==> src/rtl/irc_consts.svh <==
// Register indices, field positions and reset values of the interrupt block.
`ifndef IRC_CONSTS_SVH
`define IRC_CONSTS_SVH

// ----------------------------------------------------------------------
// Register indices (byte address is four times the index)
// ----------------------------------------------------------------------
`define IRC_IDX_GROUP_SOURCE_SELECT 10'h00F
`define IRC_IDX_PIN_EDGE_SELECT 10'h01F
`define IRC_IDX_INTERRUPT_ENABLE_ONE 10'h02E
`define IRC_IDX_INTERRUPT_ENABLE_TWO 10'h02F
`define IRC_IDX_FREQ_COUNTER_REQUEST 10'h03A
`define IRC_IDX_SERIAL0_REQUEST 10'h03B
`define IRC_IDX_BASIC_TIMER1_REQUEST 10'h03C
`define IRC_IDX_TIMER12_REQUEST 10'h03D
`define IRC_IDX_GROUP_REQUEST 10'h03E
`define IRC_IDX_EXT_PIN_A_REQUEST 10'h03F
`define IRC_IDX_EVENT_STATUS 10'h040
`define IRC_IDX_EVENT_MASK 10'h041

// ----------------------------------------------------------------------
// Field positions
// ----------------------------------------------------------------------
`define IRC_BIT_GROUP_SOURCE 0
`define IRC_BIT_EDGE_PIN_B 1
`define IRC_BIT_EDGE_PIN_A 0
`define IRC_BIT_REQUEST_FLAG 0
`define IRC_BIT_PIN_LEVEL 3

// ----------------------------------------------------------------------
// Reset values
// ----------------------------------------------------------------------
`define IRC_RST_CTRL4 4'h0
`define IRC_RST_SRC6 6'h00
`define IRC_RST_WORD 32'h0000_0000

`endif

==> src/rtl/irc_pkg.sv <==
// Types shared by the interrupt request control block.
package irc_pkg;

    // Source order; bit positions match the enable layout of both
    // enable registers read as one six-bit vector.
    typedef enum logic [2:0] {
        IRC_SRC_EXT_PIN_A = 3'h0,
        IRC_SRC_GROUP = 3'h1,
        IRC_SRC_TIMER12 = 3'h2,
        IRC_SRC_BASIC_TIMER1 = 3'h3,
        IRC_SRC_SERIAL0 = 3'h4,
        IRC_SRC_FREQ_COUNTER = 3'h5
    } irc_src_idx_t;

    // Event pulses from the on-chip peripherals.
    typedef struct packed {
        logic freq_counter;
        logic serial0;
        logic basic_timer1;
        logic timer12;
        logic timer_overflow;
    } irc_src_t;

    // Whole state of the block.
    typedef struct packed {
        logic group_source_bit;
        logic [1:0] edge_sel;
        logic [1:0] enable_one;
        logic [3:0] enable_two;
        logic [5:0] flags;
        logic [5:0] event_status;
        logic [5:0] event_mask;
        logic pin_a_prev;
        logic pin_b_prev;
        logic primed;
        logic [31:0] rdata;
        logic rerr;
    } irc_state_t;

endpackage

==> src/rtl/irc_top.sv <==
// Interrupt request control block with its APB register slave.
`timescale 1ns/10ps
`include "irc_consts.svh"

// What this block does
// - The group flag is set by a pin B edge when the group source bit is 0 and by timer overflow when it is 1.
// - Each pin has an edge select bit, 0 for rising and 1 for falling edge.
// - Six enable bits, one per source, 0 disables and 1 enables.
// - Enable one holds frequency counter and serial 0; enable two holds timer 1, timer 12, group and pin A.
// - A dedicated flag records a pending frequency counter request.
// - Every request flag reads 1 while pending and is readable and writable.
// - The group flag captures a pin B or timer overflow request per the group source selection.
// - Bit 3 of the group and pin A request registers shows the live pin level.
// - The overflow source is the event that sets the timer overflow flag.
module irc_top
    import irc_pkg::*;
(
    input wire logic pclk,
    input wire logic presetn,
    input wire logic psel,
    input wire logic penable,
    input wire logic pwrite,
    input wire logic [11:0] paddr,
    input wire logic [31:0] pwdata,
    output logic [31:0] prdata,
    output logic pready,
    output logic pslverr,
    input wire logic clock_stop_reset,
    input wire logic chip_enable_reset,
    input wire irc_src_t src_event,
    input wire logic ext_pin_a,
    input wire logic ext_pin_b,
    output logic [5:0] cpu_request,
    output logic irq
);

    // ------------------------------------------------------------------
    // State and decode signals
    // ------------------------------------------------------------------
    irc_state_t s_q;
    irc_state_t s_d;
    logic [9:0] idx;
    logic aligned;
    logic wr;
    logic setup;
    logic [5:0] ev;
    logic [5:0] en_all;
    logic edge_a;
    logic edge_b;
    logic soft_reset;

    assign idx = paddr[11:2];
    assign aligned = (paddr[1:0] == 2'h0);
    assign setup = psel & ~penable;
    assign wr = psel & penable & pwrite;
    assign soft_reset = clock_stop_reset | chip_enable_reset;
    assign en_all = {s_q.enable_one, s_q.enable_two};

    // ------------------------------------------------------------------
    // Pin edge detection
    // ------------------------------------------------------------------
    // The primed bit keeps the first sample after reset from faking an
    // edge against the constant reset value of the previous levels.
    always_comb begin
        if (s_q.edge_sel[`IRC_BIT_EDGE_PIN_A]) begin
            edge_a = s_q.primed & s_q.pin_a_prev & ~ext_pin_a;
        end else begin
            edge_a = s_q.primed & ~s_q.pin_a_prev & ext_pin_a;
        end
        if (s_q.edge_sel[`IRC_BIT_EDGE_PIN_B]) begin
            edge_b = s_q.primed & s_q.pin_b_prev & ~ext_pin_b;
        end else begin
            edge_b = s_q.primed & ~s_q.pin_b_prev & ext_pin_b;
        end
    end

    // ------------------------------------------------------------------
    // Source events
    // ------------------------------------------------------------------
    always_comb begin
        ev = `IRC_RST_SRC6;
        ev[IRC_SRC_FREQ_COUNTER] = src_event.freq_counter;
        ev[IRC_SRC_SERIAL0] = src_event.serial0;
        ev[IRC_SRC_BASIC_TIMER1] = src_event.basic_timer1;
        ev[IRC_SRC_TIMER12] = src_event.timer12;
        if (s_q.group_source_bit) begin
            ev[IRC_SRC_GROUP] = src_event.timer_overflow;
        end else begin
            ev[IRC_SRC_GROUP] = edge_b;
        end
        ev[IRC_SRC_EXT_PIN_A] = edge_a;
    end

    // ------------------------------------------------------------------
    // Read data for the addressed register
    // ------------------------------------------------------------------
    function automatic logic [31:0] read_word(input irc_state_t st,
                                              input logic [9:0] ri,
                                              input logic pa,
                                              input logic pb);
        logic [31:0] w;
        w = `IRC_RST_WORD;
        if (ri == `IRC_IDX_GROUP_SOURCE_SELECT) begin
            w[`IRC_BIT_GROUP_SOURCE] = st.group_source_bit;
        end else if (ri == `IRC_IDX_PIN_EDGE_SELECT) begin
            w[1:0] = st.edge_sel;
        end else if (ri == `IRC_IDX_INTERRUPT_ENABLE_ONE) begin
            w[1:0] = st.enable_one;
        end else if (ri == `IRC_IDX_INTERRUPT_ENABLE_TWO) begin
            w[3:0] = st.enable_two;
        end else if (ri == `IRC_IDX_FREQ_COUNTER_REQUEST) begin
            w[`IRC_BIT_REQUEST_FLAG] = st.flags[IRC_SRC_FREQ_COUNTER];
        end else if (ri == `IRC_IDX_SERIAL0_REQUEST) begin
            w[`IRC_BIT_REQUEST_FLAG] = st.flags[IRC_SRC_SERIAL0];
        end else if (ri == `IRC_IDX_BASIC_TIMER1_REQUEST) begin
            w[`IRC_BIT_REQUEST_FLAG] = st.flags[IRC_SRC_BASIC_TIMER1];
        end else if (ri == `IRC_IDX_TIMER12_REQUEST) begin
            w[`IRC_BIT_REQUEST_FLAG] = st.flags[IRC_SRC_TIMER12];
        end else if (ri == `IRC_IDX_GROUP_REQUEST) begin
            w[`IRC_BIT_PIN_LEVEL] = pb;
            w[`IRC_BIT_REQUEST_FLAG] = st.flags[IRC_SRC_GROUP];
        end else if (ri == `IRC_IDX_EXT_PIN_A_REQUEST) begin
            w[`IRC_BIT_PIN_LEVEL] = pa;
            w[`IRC_BIT_REQUEST_FLAG] = st.flags[IRC_SRC_EXT_PIN_A];
        end else if (ri == `IRC_IDX_EVENT_STATUS) begin
            w[5:0] = st.event_status;
        end else if (ri == `IRC_IDX_EVENT_MASK) begin
            w[5:0] = st.event_mask;
        end
        return w;
    endfunction

    function automatic logic is_mapped(input logic [9:0] ri);
        logic m;
        m = 1'b0;
        if (ri == `IRC_IDX_GROUP_SOURCE_SELECT ||
            ri == `IRC_IDX_PIN_EDGE_SELECT ||
            ri == `IRC_IDX_INTERRUPT_ENABLE_ONE ||
            ri == `IRC_IDX_INTERRUPT_ENABLE_TWO) begin
            m = 1'b1;
        end else if (ri >= `IRC_IDX_FREQ_COUNTER_REQUEST &&
                     ri <= `IRC_IDX_EVENT_MASK) begin
            m = 1'b1;
        end
        return m;
    endfunction

    // ------------------------------------------------------------------
    // Next state
    // ------------------------------------------------------------------
    always_comb begin
        logic hit;
        logic [5:0] flag_wr;
        logic [5:0] flag_val;
        hit = aligned & is_mapped(idx);
        flag_wr = `IRC_RST_SRC6;
        flag_val = {6{pwdata[`IRC_BIT_REQUEST_FLAG]}};
        s_d = s_q;
        s_d.pin_a_prev = ext_pin_a;
        s_d.pin_b_prev = ext_pin_b;
        s_d.primed = 1'b1;

        // Registered read data is captured in the setup cycle.
        if (setup) begin
            s_d.rdata = hit ? read_word(s_q, idx, ext_pin_a, ext_pin_b)
                            : `IRC_RST_WORD;
            s_d.rerr = ~hit;
        end

        // Writes take effect at the access edge.
        if (wr && aligned) begin
            if (idx == `IRC_IDX_GROUP_SOURCE_SELECT) begin
                s_d.group_source_bit = pwdata[`IRC_BIT_GROUP_SOURCE];
            end else if (idx == `IRC_IDX_PIN_EDGE_SELECT) begin
                s_d.edge_sel = pwdata[1:0];
            end else if (idx == `IRC_IDX_INTERRUPT_ENABLE_ONE) begin
                s_d.enable_one = pwdata[1:0];
            end else if (idx == `IRC_IDX_INTERRUPT_ENABLE_TWO) begin
                s_d.enable_two = pwdata[3:0];
            end else if (idx == `IRC_IDX_FREQ_COUNTER_REQUEST) begin
                flag_wr[IRC_SRC_FREQ_COUNTER] = 1'b1;
            end else if (idx == `IRC_IDX_SERIAL0_REQUEST) begin
                flag_wr[IRC_SRC_SERIAL0] = 1'b1;
            end else if (idx == `IRC_IDX_BASIC_TIMER1_REQUEST) begin
                flag_wr[IRC_SRC_BASIC_TIMER1] = 1'b1;
            end else if (idx == `IRC_IDX_TIMER12_REQUEST) begin
                flag_wr[IRC_SRC_TIMER12] = 1'b1;
            end else if (idx == `IRC_IDX_GROUP_REQUEST) begin
                flag_wr[IRC_SRC_GROUP] = 1'b1;
            end else if (idx == `IRC_IDX_EXT_PIN_A_REQUEST) begin
                flag_wr[IRC_SRC_EXT_PIN_A] = 1'b1;
            end else if (idx == `IRC_IDX_EVENT_STATUS) begin
                s_d.event_status = s_q.event_status & ~pwdata[5:0];
            end else if (idx == `IRC_IDX_EVENT_MASK) begin
                s_d.event_mask = pwdata[5:0];
            end
        end

        // Hardware events win over a software clear in the same cycle.
        s_d.flags = (s_q.flags & ~flag_wr) | (flag_val & flag_wr)
                    | ev;
        s_d.event_status = s_d.event_status | ev;

        // Clock-stop and chip-enable resets clear all control bits.
        if (soft_reset) begin
            s_d.group_source_bit = 1'b0;
            s_d.edge_sel = 2'h0;
            s_d.enable_one = 2'h0;
            s_d.enable_two = `IRC_RST_CTRL4;
            s_d.flags = `IRC_RST_SRC6;
            s_d.event_status = `IRC_RST_SRC6;
            s_d.event_mask = `IRC_RST_SRC6;
        end
    end

    // ------------------------------------------------------------------
    // State register
    // ------------------------------------------------------------------
    always_ff @(posedge pclk or negedge presetn) begin
        if (!presetn) begin
            s_q <= '0;
        end else begin
            s_q <= s_d;
        end
    end

    // ------------------------------------------------------------------
    // Outputs
    // ------------------------------------------------------------------
    genvar gi;
    generate
        for (gi = 0; gi < 6; gi = gi + 1) begin : g_req
            assign cpu_request[gi] = s_q.flags[gi] & en_all[gi];
        end
    endgenerate

    assign irq = |(s_q.event_status & s_q.event_mask);
    assign prdata = s_q.rdata;
    assign pready = 1'b1;
    assign pslverr = psel & penable & s_q.rerr;

endmodule

==> config.mk <==
export PLATFORM = sky130hd
export DESIGN_NAME = irc_top
export DESIGN_NICKNAME = d
export VERILOG_FILES = /design/src/rtl/irc_pkg.sv /design/src/rtl/irc_top.sv
export VERILOG_INCLUDE_DIRS = /design/src /design/src/rtl
export SDC_FILE = /design/constraint.sdc
export NUM_CORES = 1
export LEC_CHECK = 0
export ABC_AREA = 1
export BUFFER_PORTS_ARGS = -buffer_cell sky130_fd_sc_hd__buf_4
export CAP_MARGIN = 40
export CORE_ASPECT_RATIO = 0.5
export CORE_MARGIN = 1.5
export CORE_UTILIZATION = 52
export CTS_BUF_LIST = sky130_fd_sc_hd__clkbuf_2
export CTS_CLUSTER_SIZE = 20
export DETAILED_ROUTE_END_ITERATION = 6
export MAX_ROUTING_LAYER = met4
export PLACE_DENSITY_LB_ADDON = 0.3
export SLEW_MARGIN = 20
export SYNTH_ARGS = -nofsm -noshare
export SYNTH_HDL_FRONTEND = slang
export SYNTH_SLANG_ARGS = --single-unit
==> constraint.sdc <==
create_clock -name pclk -period 1.3 [get_ports pclk]
set_input_delay 0.26 -clock pclk [delete_from_list [all_inputs] [get_ports pclk]]
set_output_delay 0.26 -clock pclk [all_outputs]
set_load 0.03 [all_outputs]
==> results of run 1 <==
metrics by stage:
| stage | cell area (sq um) | instances | TNS [ns] |
|---|---|---|---|
| floorplan | 2840 | 390 | -0.0556 |
| global placement | 3340 | 516 | -7.42 |
| detailed placement | 3340 | 516 | -8.26 |
| CTS | 3560 | 536 | -0.904 |
| global route | 3630 | 542 | -1.83 |
| finish | 3630 | 542 | -1.14 |
final cells by class:
cell class,instances,area [sq um]
clock buffers,5,25.0
multi-input cells,245,1400
fillers,405,1340
clock inverters,3,46.3
flip-flops and latches,37,926
well taps,70,87.6
inverters,71,274
repair buffers,111,878
flip-flops by register name, indices dropped and copies added (netlist names):
signal  count
s_q        25
en_all      6
prdata      6
kinds of logic after synthesis:
family / after synthesis
other: 2
multiplexers: 4
AND/OR/NAND/NOR: 151
flip-flops: 37
buffers and inverters: 108
AO/OA/AOI/OAI: 62
Yosys cell counts, types with 2 or more instances:
| library cell | instances |
|---|---|
| buf_4 | 33 |
| inv_1 | 65 |
| o21ai_1 | 5 |
| nand3_1 | 20 |
| nand3_2 | 3 |
| nand4_1 | 17 |
| a31oi_1 | 8 |
| a211oi_2 | 5 |
| nor2_1 | 32 |
| nor2_4 | 3 |
| o211ai_1 | 2 |
| buf_2 | 2 |
| o22ai_1 | 4 |
| nand2_2 | 4 |
| nand2_1 | 51 |
| o31ai_1 | 2 |
| mux2i_1 | 3 |
| nor2_2 | 10 |
| dfrtp_1 | 37 |
| inv_2 | 3 |
| nand2_4 | 4 |
| a21oi_1 | 8 |
| o21ai_0 | 23 |
| nand3b_1 | 2 |
| conb_1 | 2 |
power groups by stage:
stage	clock, W	sequential, W	combinational (W)
CTS	0.000782	0.00120	0.000553
global placement	0	0.00122	0.000517
floorplan	0	0.00122	0.000337
finish	0.000775	0.00121	0.000569
global route	0.000836	0.00121	0.000614
detailed placement	0	0.00123	0.000527
what timing repair did:
item | 4_1_cts | 5_1_grt
setup endpoints to repair | 8 | 16
hold buffers | 3 | 0
pin swaps | 4 | 6
gates resized for setup | 14 | 11
endpoints found under the hold margin | 39 | 0
buffers inserted | 9 | 6
tightest hold or removal path, stage by stage:
cell and delay (ns):
buf_4 0.09, o21ai_1 0.06, inv_1 0.04
per-layer routing:
layer	vias to the layer above	share of wire (%)	track usage (%)
met1	1335	46	40.1
met2	137	44	48.7
li1	1333	-	-
met3	16	8.4	5.69
met5	-	0	-
met4	0	1.6	5.71
path summary, 6_finish.rpt:
path	start	slack [ns]	endpoint
max	s_q[42]	-0.49	irq
min	src_event[1]	0.04	s_q[50]
max reg2reg	s_q[36]	-0.13	prdata[0]
min reg2reg	prdata[5]	0.52	prdata[5]
max in group asynchronous	presetn	0.66	s_q[52]
min in group asynchronous	presetn	0.29	s_q[34]
==> run_results.csv, run 1 <==
group,metric,value,unit
status,outcome,"complete, but fails checks",
status,violations,"negative setup slack",
sta,whs,0.0422,ns
power,powerDensity,702,mW/mm^2
detailed_routing,drt_wl_total,7.96,mm
logic_synthesis,synth_edf_count,0,
power,total_power,0.00255,W
layout,layout_commonest_cell,"buf_4",
global_route,grt_pass1_wl,12.3,mm
setup_path,critical_path.max_fanout,2,
floorplanning,core_area,0.00498,sq mm
power,swShare,32.8,%
detailed_routing,dr.pass1.iters,6,
logic_synthesis,yosysWarningCount,0,
logic_synthesis,synth.distinct_cells,41,
logic_synthesis,synthMuxAreaShare,1.52,%
place,io_buffers,45,
global_route,overflow,0,
clock_tree,clkTransAtPathRegs,0.22,ns
global_route,grt_usage,30.0,%
sta,finalWorstSetupSlack,-0.494,ns
setup_path,worstSetupPathType,"reg2out",
power,combPwrFrac,22.3,%
clock_tree,clk_latency,0.42,ns
logic_synthesis,synth.top_cell.area_share,34.1,%
min_path,hp-class,"in2reg",
setup_path,r2r_cells,11,
logic_synthesis,synthSimpleGateAreaFrac,29.1,%
layout,final_layout_size_suffix_gt1_share,36.4,%
logic_synthesis,synthesis.area,0.00272,sq mm
logic_synthesis,synth_compound_area_share,14.6,%
sta,hold_viol,0,
power,peakVddDrop,591,uV
detailed_routing,drcViolationCount,0,
place,dp_hpwl,6.15,mm
logic_synthesis,synthXorXnorAreaFrac,0,%
layout,area_growth,33.6,%
sta,clock_skew,0.0139,ns
setup_path,cp.arrival,1.53,ns
setup_path,slowest_delay,0.43,ns
floorplanning,row_count,18,
clock_tree,clock_path_buffers,2,
global_route,grt_max_degree,38,
layout,layout_common_cells,"98 x buf_4, 58 x inv_1, 49 x nand2_1, 37 x dfrtp_1, 29 x nor2_1",
sta,fin_crit_sh,138,%
logic_synthesis,synth_area_leader_cell,"dfrtp_1",
setup_path,path_buf_inv,2,
place,place_congestion,0.941,
detailed_routing,postRouteAntennaNets,0,
setup_path,start_kind,"flop",
sta,setup_viol_count_final,9,
run,cap_violations,0,
global_route,antenna_found_initial,0,
detailed_routing,viasPerCell,5.20,
floorplanning,die_h,54.1,microns
power,pwr-share-clk,30.4,%
power,p_int,0.00171,W
power,seq_power_share,47.3,%
clock_tree,cts_tree,"done",
setup_path,worst_setup_path_end_kind,"output pin",
layout,final_nets,529,
layout,n_antenna_cell,0,
power,p_switching,0.000837,W
logic_synthesis,syn_avg_cell_area,7.47,sq um
clock_tree,root_buffer,"clkbuf_2",
logic_synthesis,ys_ff_latch,37,
clock_tree,cts_buffers,5,
min_path,min_path_cells,3,
place,pre_cts_ws,-0.397,ns
logic_synthesis,synthAdderAreaFrac,0,%
logic_synthesis,synthFlopType,"dfrtp_1",
floorplanning,initial_utilization,54.6,%
detailed_routing,wl_per_cell,14.7,microns
logic_synthesis,seq_area_frac_synth,34.1,%
global_route,grt_pass1_vias,2514,
setup_path,path_cells,"inv_1 > o22ai_2 > a221oi_2 > o221ai_2 > buf_6",
setup_path,cp.required,1.04,ns
setup_path,cp_num_cells,5,
detailed_routing,drtIter0Drc,196,
setup_path,crit_family,"compound AO/OA/AOI/OAI gates",
layout,utilization,73.0,%
floorplanning,die-area,0.00570,sq mm
logic_synthesis,synthTopCellsByArea,"dfrtp_1 34%, buf_4 9.1%, inv_1 9.0%",
clock_tree,cts_sinks,37,
logic_synthesis,async_reset_ff_share,100,%
floorplanning,io_pins,99,
sta,rsz0062_at_grt,"yes",
sta,fin_crit,1.79,ns
logic_synthesis,synth_top_family_by_area,"simple AND/OR/NAND/NOR gates",
setup_path,slowest_stage,"dfrtp_1",
sta,clock.fmax,557,MHz
floorplanning,die_w,105,microns
clock_tree,htreeDepth,2,
power,leakagePower,2.02,nW
logic_synthesis,syn_inst,364,
sta,slew_viol_final,0,
detailed_routing,num_vias,2821,
Power figures use the tool's default switching activity.
==> run 2, diff against run 1 <==
--- a/config.mk
+++ b/config.mk
@@ -6,12 +6,11 @@
 export SDC_FILE = /design/constraint.sdc
 export NUM_CORES = 1
 export LEC_CHECK = 0
-export ABC_AREA = 1
 export BUFFER_PORTS_ARGS = -buffer_cell sky130_fd_sc_hd__buf_4
 export CAP_MARGIN = 40
 export CORE_ASPECT_RATIO = 0.5
 export CORE_MARGIN = 1.5
-export CORE_UTILIZATION = 52
+export CORE_UTILIZATION = 50
 export CTS_BUF_LIST = sky130_fd_sc_hd__clkbuf_2
 export CTS_CLUSTER_SIZE = 20
 export DETAILED_ROUTE_END_ITERATION = 6
==> run 2 against run 1 <==
Net effect: the flow still finishes with violations (negative setup slack); global-route usage is 0.94 points higher; synthesized area shrank 8.8%; highest routed layer unchanged; sequential cell count is the same; synthesized cell count fell by 22%; clock power is 3.0% lower; cell count fell by 15%; combinational power hardly changed.
==> run_results.csv, run 2 <==
group,metric,value,unit
detailed_routing,top_layer_used,"met4",
detailed_routing,num_vias,2513,
sta,rsz0062_at_grt,"yes",
setup_path,cp.arrival,1.90,ns
logic_synthesis,syn_inst,284,
power,combPwrFrac,22.8,%
logic_synthesis,synthTopCellsByArea,"dfrtp_1 37%, buf_4 10%, mux2i_1 9.7%",
clock_tree,cts_buffers,5,
detailed_routing,wl_per_cell,17.4,microns
floorplanning,die_h,52.8,microns
detailed_routing,drt-met1-wl,3.54,mm
detailed_routing,drtIter0Drc,206,
place,place_area,0.00320,sq mm
sta,clock_skew,0.0188,ns
sta,tns,-3.03,ns
sta,fin_crit,1.59,ns
logic_synthesis,synth.distinct_cells,50,
setup_path,path_buf_inv,1,
floorplanning,initial_utilization,54.2,%
floorplanning,row_count,17,
logic_synthesis,synthFlopType,"dfrtp_1",
layout,largest_register,"s_q",
logic_synthesis,synth_edf_count,0,
power,leakagePower,1.75,nW
sta,setup_viol_count_final,24,
floorplanning,io_pins,99,
detailed_routing,dr.pass1.iters,7,
setup_path,r2r-start,"s_q[50]",
setup_path,endpoint,"prdata[3]",
sta,fin_crit_sh,123,%
clock_tree,clk_latency,0.41,ns
clock_tree,htreeDepth,2,
place,place_congestion,0.945,
logic_synthesis,ys_ff_latch,37,
setup_path,reg2reg_to,"prdata[0]",
setup_path,worst_setup_path_end_kind,"flop",
logic_synthesis,async_reset_ff_share,100,%
power,pwr-share-clk,30.0,%
detailed_routing,viasPerCell,5.45,
power,seq_power_share,47.3,%
detailed_routing,drcViolationCount,0,
place,pre_cts_ws,-0.727,ns
logic_synthesis,synthesis.area,0.00248,sq mm
power,total_power,0.00251,W
layout,largest_register_ffs,25,
logic_synthesis,synth_area_leader_cell,"dfrtp_1",
min_path,hold_path_startpoint,"ext_pin_b",
setup_path,slowest_stage,"or4_4",
floorplanning,die_w,103,microns
setup_path,cp-startpoint,"paddr[10]",
power,p_int,0.00173,W
setup_path,crit_family,"simple AND/OR/NAND/NOR gates",
setup_path,critical_path.max_fanout,4,
clock_tree,clkTransAtPathRegs,0.20,ns
logic_synthesis,synth.top_cell.area_share,37.4,%
clock_tree,root_buffer,"clkbuf_2",
global_route,antenna_found_initial,0,
layout,final_nets,452,
sta,hold_viol,0,
place,dp_hpwl,5.62,mm
setup_path,slowest_delay,0.57,ns
clock_tree,cts_sinks,37,
setup_path,cp_num_cells,6,
setup_path,reg2reg_slack,-0.19,ns
layout,final_layout_size_suffix_gt1_share,46.6,%
min_path,hp-class,"in2reg",
logic_synthesis,synth_commonest_cells,"37 x dfrtp_1, 33 x buf_4, 25 x a21oi_1",
sta,slew_viol_final,0,
logic_synthesis,seq_area_frac_synth,37.4,%
detailed_routing,drt_wl_total,8.00,mm
power,swShare,31.0,%
setup_path,path_cells,"buf_6 > or4_4 > or3_4 > or3b_1 > a22oi_2 > o21ai_1",
logic_synthesis,syn_avg_cell_area,8.73,sq um
run,cap_violations,0,
sta,worst_pin_slew,0.558,ns
floorplanning,die-area,0.00541,sq mm
status,outcome,"complete, but fails checks",
layout,area_growth,51.1,%
layout,utilization,81.9,%
sta,finalWorstSetupSlack,-0.294,ns
setup_path,r2r_cells,5,
clock_tree,clock_path_buffers,2,
global_route,grt_pass1_vias,2274,
clock_tree,cts_tree,"done",
power,peakVddDrop,574,uV
floorplanning,core_area,0.00457,sq mm
layout,layout_common_cells,"98 x buf_4, 37 x dfrtp_1, 28 x conb_1, 24 x mux2i_1, 21 x buf_6",
setup_path,cp.required,1.61,ns
global_route,overflow,0,
setup_path,worstSetupPathType,"in2reg",
detailed_routing,dr_wl_met2,3.56,mm
place,io_buffers,45,
layout,n_antenna_cell,0,
detailed_routing,route.met3.wl,815,microns
power,powerDensity,671,mW/mm^2
sta,clock.fmax,627,MHz
detailed_routing,postRouteAntennaNets,0,
logic_synthesis,post-synth-top-count-cell,"dfrtp_1",
power,p_switching,0.000777,W
layout,design_area,0.00374,sq mm
logic_synthesis,yosysWarningCount,0,
global_route,grt_pass1_wl,11.6,mm
sta,slew-limit-headroom,62.8,%
layout,layout_commonest_cell,"buf_4",
setup_path,start_kind,"input port",
global_route,grt_max_degree,38,
global_route,grt_usage,31.0,%
status,violations,"negative setup slack",
run 2: cell count changes after synthesis, sizes merged, moves of 8 or more:
cell	delta
nor2	-24
mux2i	+21
nand2	-37
nand3	-16
inv	-56
nor4	+8
nand4	-15
clkbuf	+8
o21ai	-16
a21oi	+17
run 2: layout make-up:
cell class / count / area (sq um)
Multi-Input combinational cell: 213 / 1580
Timing Repair Buffer: 123 / 1030
Sequential cell: 37 / 926
Fill cell: 294 / 828
Tap cell: 66 / 82.6
Inverter: 14 / 52.6
Clock inverter: 2 / 38.8
Clock buffer: 6 / 30.0
run 2: logic make-up after synthesis:
kind of cell	Yosys count	share of synthesized area [%]
muxes	24	9.69
other	2	0.303
and+or+nand+nor	104	24.3
buffers and inverters	60	14.4
DFF	37	37.4
AOI/OAI and AO/OA	56	13.5
xor gates and xnor gates	1	0.353
run 2: power groups by stage:
stage | logic (W) | clock network (W) | registers, W
2_1_floorplan | 0.000317 | 0 | 0.00120
3_3_place_gp | 0.000489 | 0 | 0.00120
3_5_place_dp | 0.000494 | 0 | 0.00121
4_1_cts | 0.000534 | 0.000763 | 0.00119
5_1_grt | 0.000612 | 0.000806 | 0.00119
6_report | 0.000571 | 0.000752 | 0.00119
run 2: routing by layer:
layer | global-route usage, % | vias up
met5 | - | -
met4 | 6.16 | 0
met3 | 9.47 | 11
met2 | 46.6 | 128
met1 | 41.7 | 1211
li1 | - | 1163
run 2: stage by stage:
step,std cells,hold slack (ns)
after floorplan,310,-0.0356
after global placement,431,0.245
after detailed placement,431,0.250
after CTS,454,0.0627
after global routing,461,0.0394
final,461,0.0716
run 2: worst min-delay path by stage:
stage | endpoint | slack [ns] | depth (start not counted)
after floorplan | en_all[0] | -0.04 | 0
after global placement | en_all[5] | 0.24 | 1
after detailed placement | s_q[33] | 0.25 | 1
after CTS | s_q[34] | 0.06 | 2
after global routing | s_q[34] | 0.04 | 2
final | s_q[34] | 0.07 | 2
run 2: what timing repair did:
action,in CTS,in global routing
endpoints found under the hold margin,38,0
setup buffers,14,8
resized for setup,38,36
pin swaps,12,16
hold buffers,2,0
setup endpoints to repair,32,34
==> run 3, diff against run 2 <==
--- a/config.mk
+++ b/config.mk
@@ -7,10 +7,12 @@
 export NUM_CORES = 1
 export LEC_CHECK = 0
 export BUFFER_PORTS_ARGS = -buffer_cell sky130_fd_sc_hd__buf_4
-export CAP_MARGIN = 40
+export CAP_MARGIN = 0
+export CELL_PAD_IN_SITES_DETAIL_PLACEMENT = 1
+export CELL_PAD_IN_SITES_GLOBAL_PLACEMENT = 2
 export CORE_ASPECT_RATIO = 0.5
 export CORE_MARGIN = 1.5
-export CORE_UTILIZATION = 50
+export CORE_UTILIZATION = 28
 export CTS_BUF_LIST = sky130_fd_sc_hd__clkbuf_2
 export CTS_CLUSTER_SIZE = 20
 export DETAILED_ROUTE_END_ITERATION = 6
==> run 3 against run 2 <==
Net effect: the run still ends with negative setup slack left; routed wire length grew 12%; non-clock buffer count decreased by 9; cell count is 8.9% higher; sequential share of layout area fell by 0.49 points; total power fell by 8.4%; die area rose by 75%; first-iteration DRC count decreased by 45%; final area up 2.0%; clock power fell by 30%; fmax down 2.3%; sequential power about the same; global-route usage decreased by 11 points; critical endpoint is now irq; largest cell class unchanged.
==> run_results.csv, run 3 (synthesized netlist as in run 2, its figures left out) <==
group,metric,value,unit
setup_path,cp.required,1.04,ns
place,dp_hpwl,6.78,mm
layout,final_layout_size_suffix_gt1_share,46.8,%
power,peakVddDrop,238,uV
floorplanning,initial_utilization,28.7,%
detailed_routing,num_vias,2436,
min_path,hp-class,"in2reg",
detailed_routing,drcViolationCount,0,
global_route,grt_usage,20.3,%
sta,hold_viol,0,
layout,design_area,0.00382,sq mm
layout,final_nets,443,
sta,whs,0.0692,ns
setup_path,cp-startpoint,"s_q[44]",
place,place_area,0.00326,sq mm
layout,area_growth,54.2,%
sta,finalWorstSetupSlack,-0.332,ns
place,io_buffers,45,
layout,utilization,44.2,%
layout,stdcell_count,502,
floorplanning,die_h,69.5,microns
setup_path,reg2reg_slack,-0.26,ns
clock_tree,cts_tree,"done",
sta,setup_viol_count_final,29,
setup_path,start_kind,"flop",
floorplanning,io_pins,99,
sta,tns,-3.12,ns
sta,fin_crit_sh,126,%
setup_path,reg2reg_to,"prdata[0]",
clock_tree,clock_path_buffers,2,
floorplanning,die-area,0.00946,sq mm
clock_tree,root_buffer,"clkbuf_2",
setup_path,r2r_cells,6,
setup_path,r2r-start,"s_q[50]",
sta,fin_crit,1.63,ns
detailed_routing,wl_per_cell,17.9,microns
setup_path,critical_path.max_fanout,2,
place,placedCellCount,479,
sta,slew-limit-headroom,58.0,%
layout,largest_register_ffs,25,
clock_tree,cts_buffers,5,
sta,rsz0062_at_grt,"yes",
detailed_routing,dr.pass1.iters,4,
place,place_congestion,0.878,
detailed_routing,postRouteAntennaNets,0,
detailed_routing,drt_wl_total,8.96,mm
layout,fill_cells,1022,
sta,slew_viol_final,0,
layout,n_antenna_cell,0,
clock_tree,clk_latency,0.42,ns
global_route,grt_pass1_wl,14.0,mm
sta,clock.fmax,613,MHz
detailed_routing,viasPerCell,4.85,
layout,layout_commonest_cell,"buf_4",
floorplanning,die_w,136,microns
setup_path,worstSetupPathType,"reg2out",
setup_path,worst_setup_path_end_kind,"output pin",
global_route,grt_max_degree,38,
power,leakagePower,1.74,nW
global_route,overflow,0,
sta,worst_pin_slew,0.630,ns
clock_tree,htreeDepth,2,
floorplanning,row_count,24,
layout,layout_common_cells,"79 x buf_4, 37 x dfrtp_1, 28 x conb_1, 26 x buf_6, 23 x mux2i_1",
global_route,antenna_found_initial,0,
status,outcome,"complete, but fails checks",
clock_tree,clkTransAtPathRegs,0.21,ns
detailed_routing,drtIter0Drc,114,
setup_path,endpoint,"irq",
power,powerDensity,602,mW/mm^2
status,violations,"negative setup slack",
layout,largest_register,"s_q",
global_route,grt_pass1_vias,2552,
clock_tree,cts_sinks,37,
sta,clock_skew,0.0268,ns
run,cap_violations,0,
floorplanning,core_area,0.00865,sq mm
setup_path,cp.arrival,1.37,ns
## run 3: cell count changes in the layout (fill, tap and decap cells not counted), sizes merged
cell    before  now
buf        121  112
bufinv       1    0
## run 3: cell type report
type	count	area, sq um	area share, %
Inverter	14	52.6	1.38
Timing Repair Buffer	114	1030	27.0
Multi-Input combinational cell	213	1630	42.7
Sequential cell	37	926	24.2
Clock inverter	1	3.75	0.0982
Tap cell	117	146	3.83
Clock buffer	6	30.0	0.786
## run 3: metrics by stage
stage          power (W)  setup WS, ns
2_1_floorplan    0.00152        -0.634
3_3_place_gp     0.00170        -0.776
3_5_place_dp     0.00171        -0.763
4_1_cts          0.00230        -0.360
5_1_grt          0.00241        -0.397
6_report         0.00230        -0.332
## run 3: how the worst min path moves through the flow
stage               depth (start not counted)  slack (ns)   endpoint  startpoint
floorplan                                   0       -0.04  en_all[0]     presetn
global placement                            1        0.26  prdata[5]     presetn
detailed placement                          1        0.27  prdata[5]     presetn
CTS                                         3        0.03  en_all[2]   pwdata[2]
global route                                2        0.03    s_q[34]   ext_pin_b
finish                                      2        0.07    s_q[34]   ext_pin_b
## run 3: timing repair
action                                 in CTS  in global routing
pin swaps                                  22                 16
hold buffers                                2                  0
resized for setup                          73                 28
buffers inserted                           14                  3
setup endpoints to repair                  40                 47
endpoints found under the hold margin      38                  0
## run 3: where the power goes
part           leakage (nW)  switching, W  internal [W]
combinational          1.22      0.000355      0.000227
clock                0.0265      0.000403      0.000125
sequential            0.500     0.0000176       0.00117
## run 3: metal layers
metal / GRT usage, % / wire length (microns) / vias to the layer above
met5: - / 0 / -
met4: 5.67 / 98 / 0
met3: 3.80 / 590 / 10
met2: 30.6 / 4140 / 82
met1: 28.0 / 4140 / 1206
li1: - / - / 1138
## run 3: critical path, cell delays in order (launching register included)
cell and delay, ns:
dfrtp_1 0.45, a22oi_2 0.24, nand3_2 0.10, buf_6 0.15
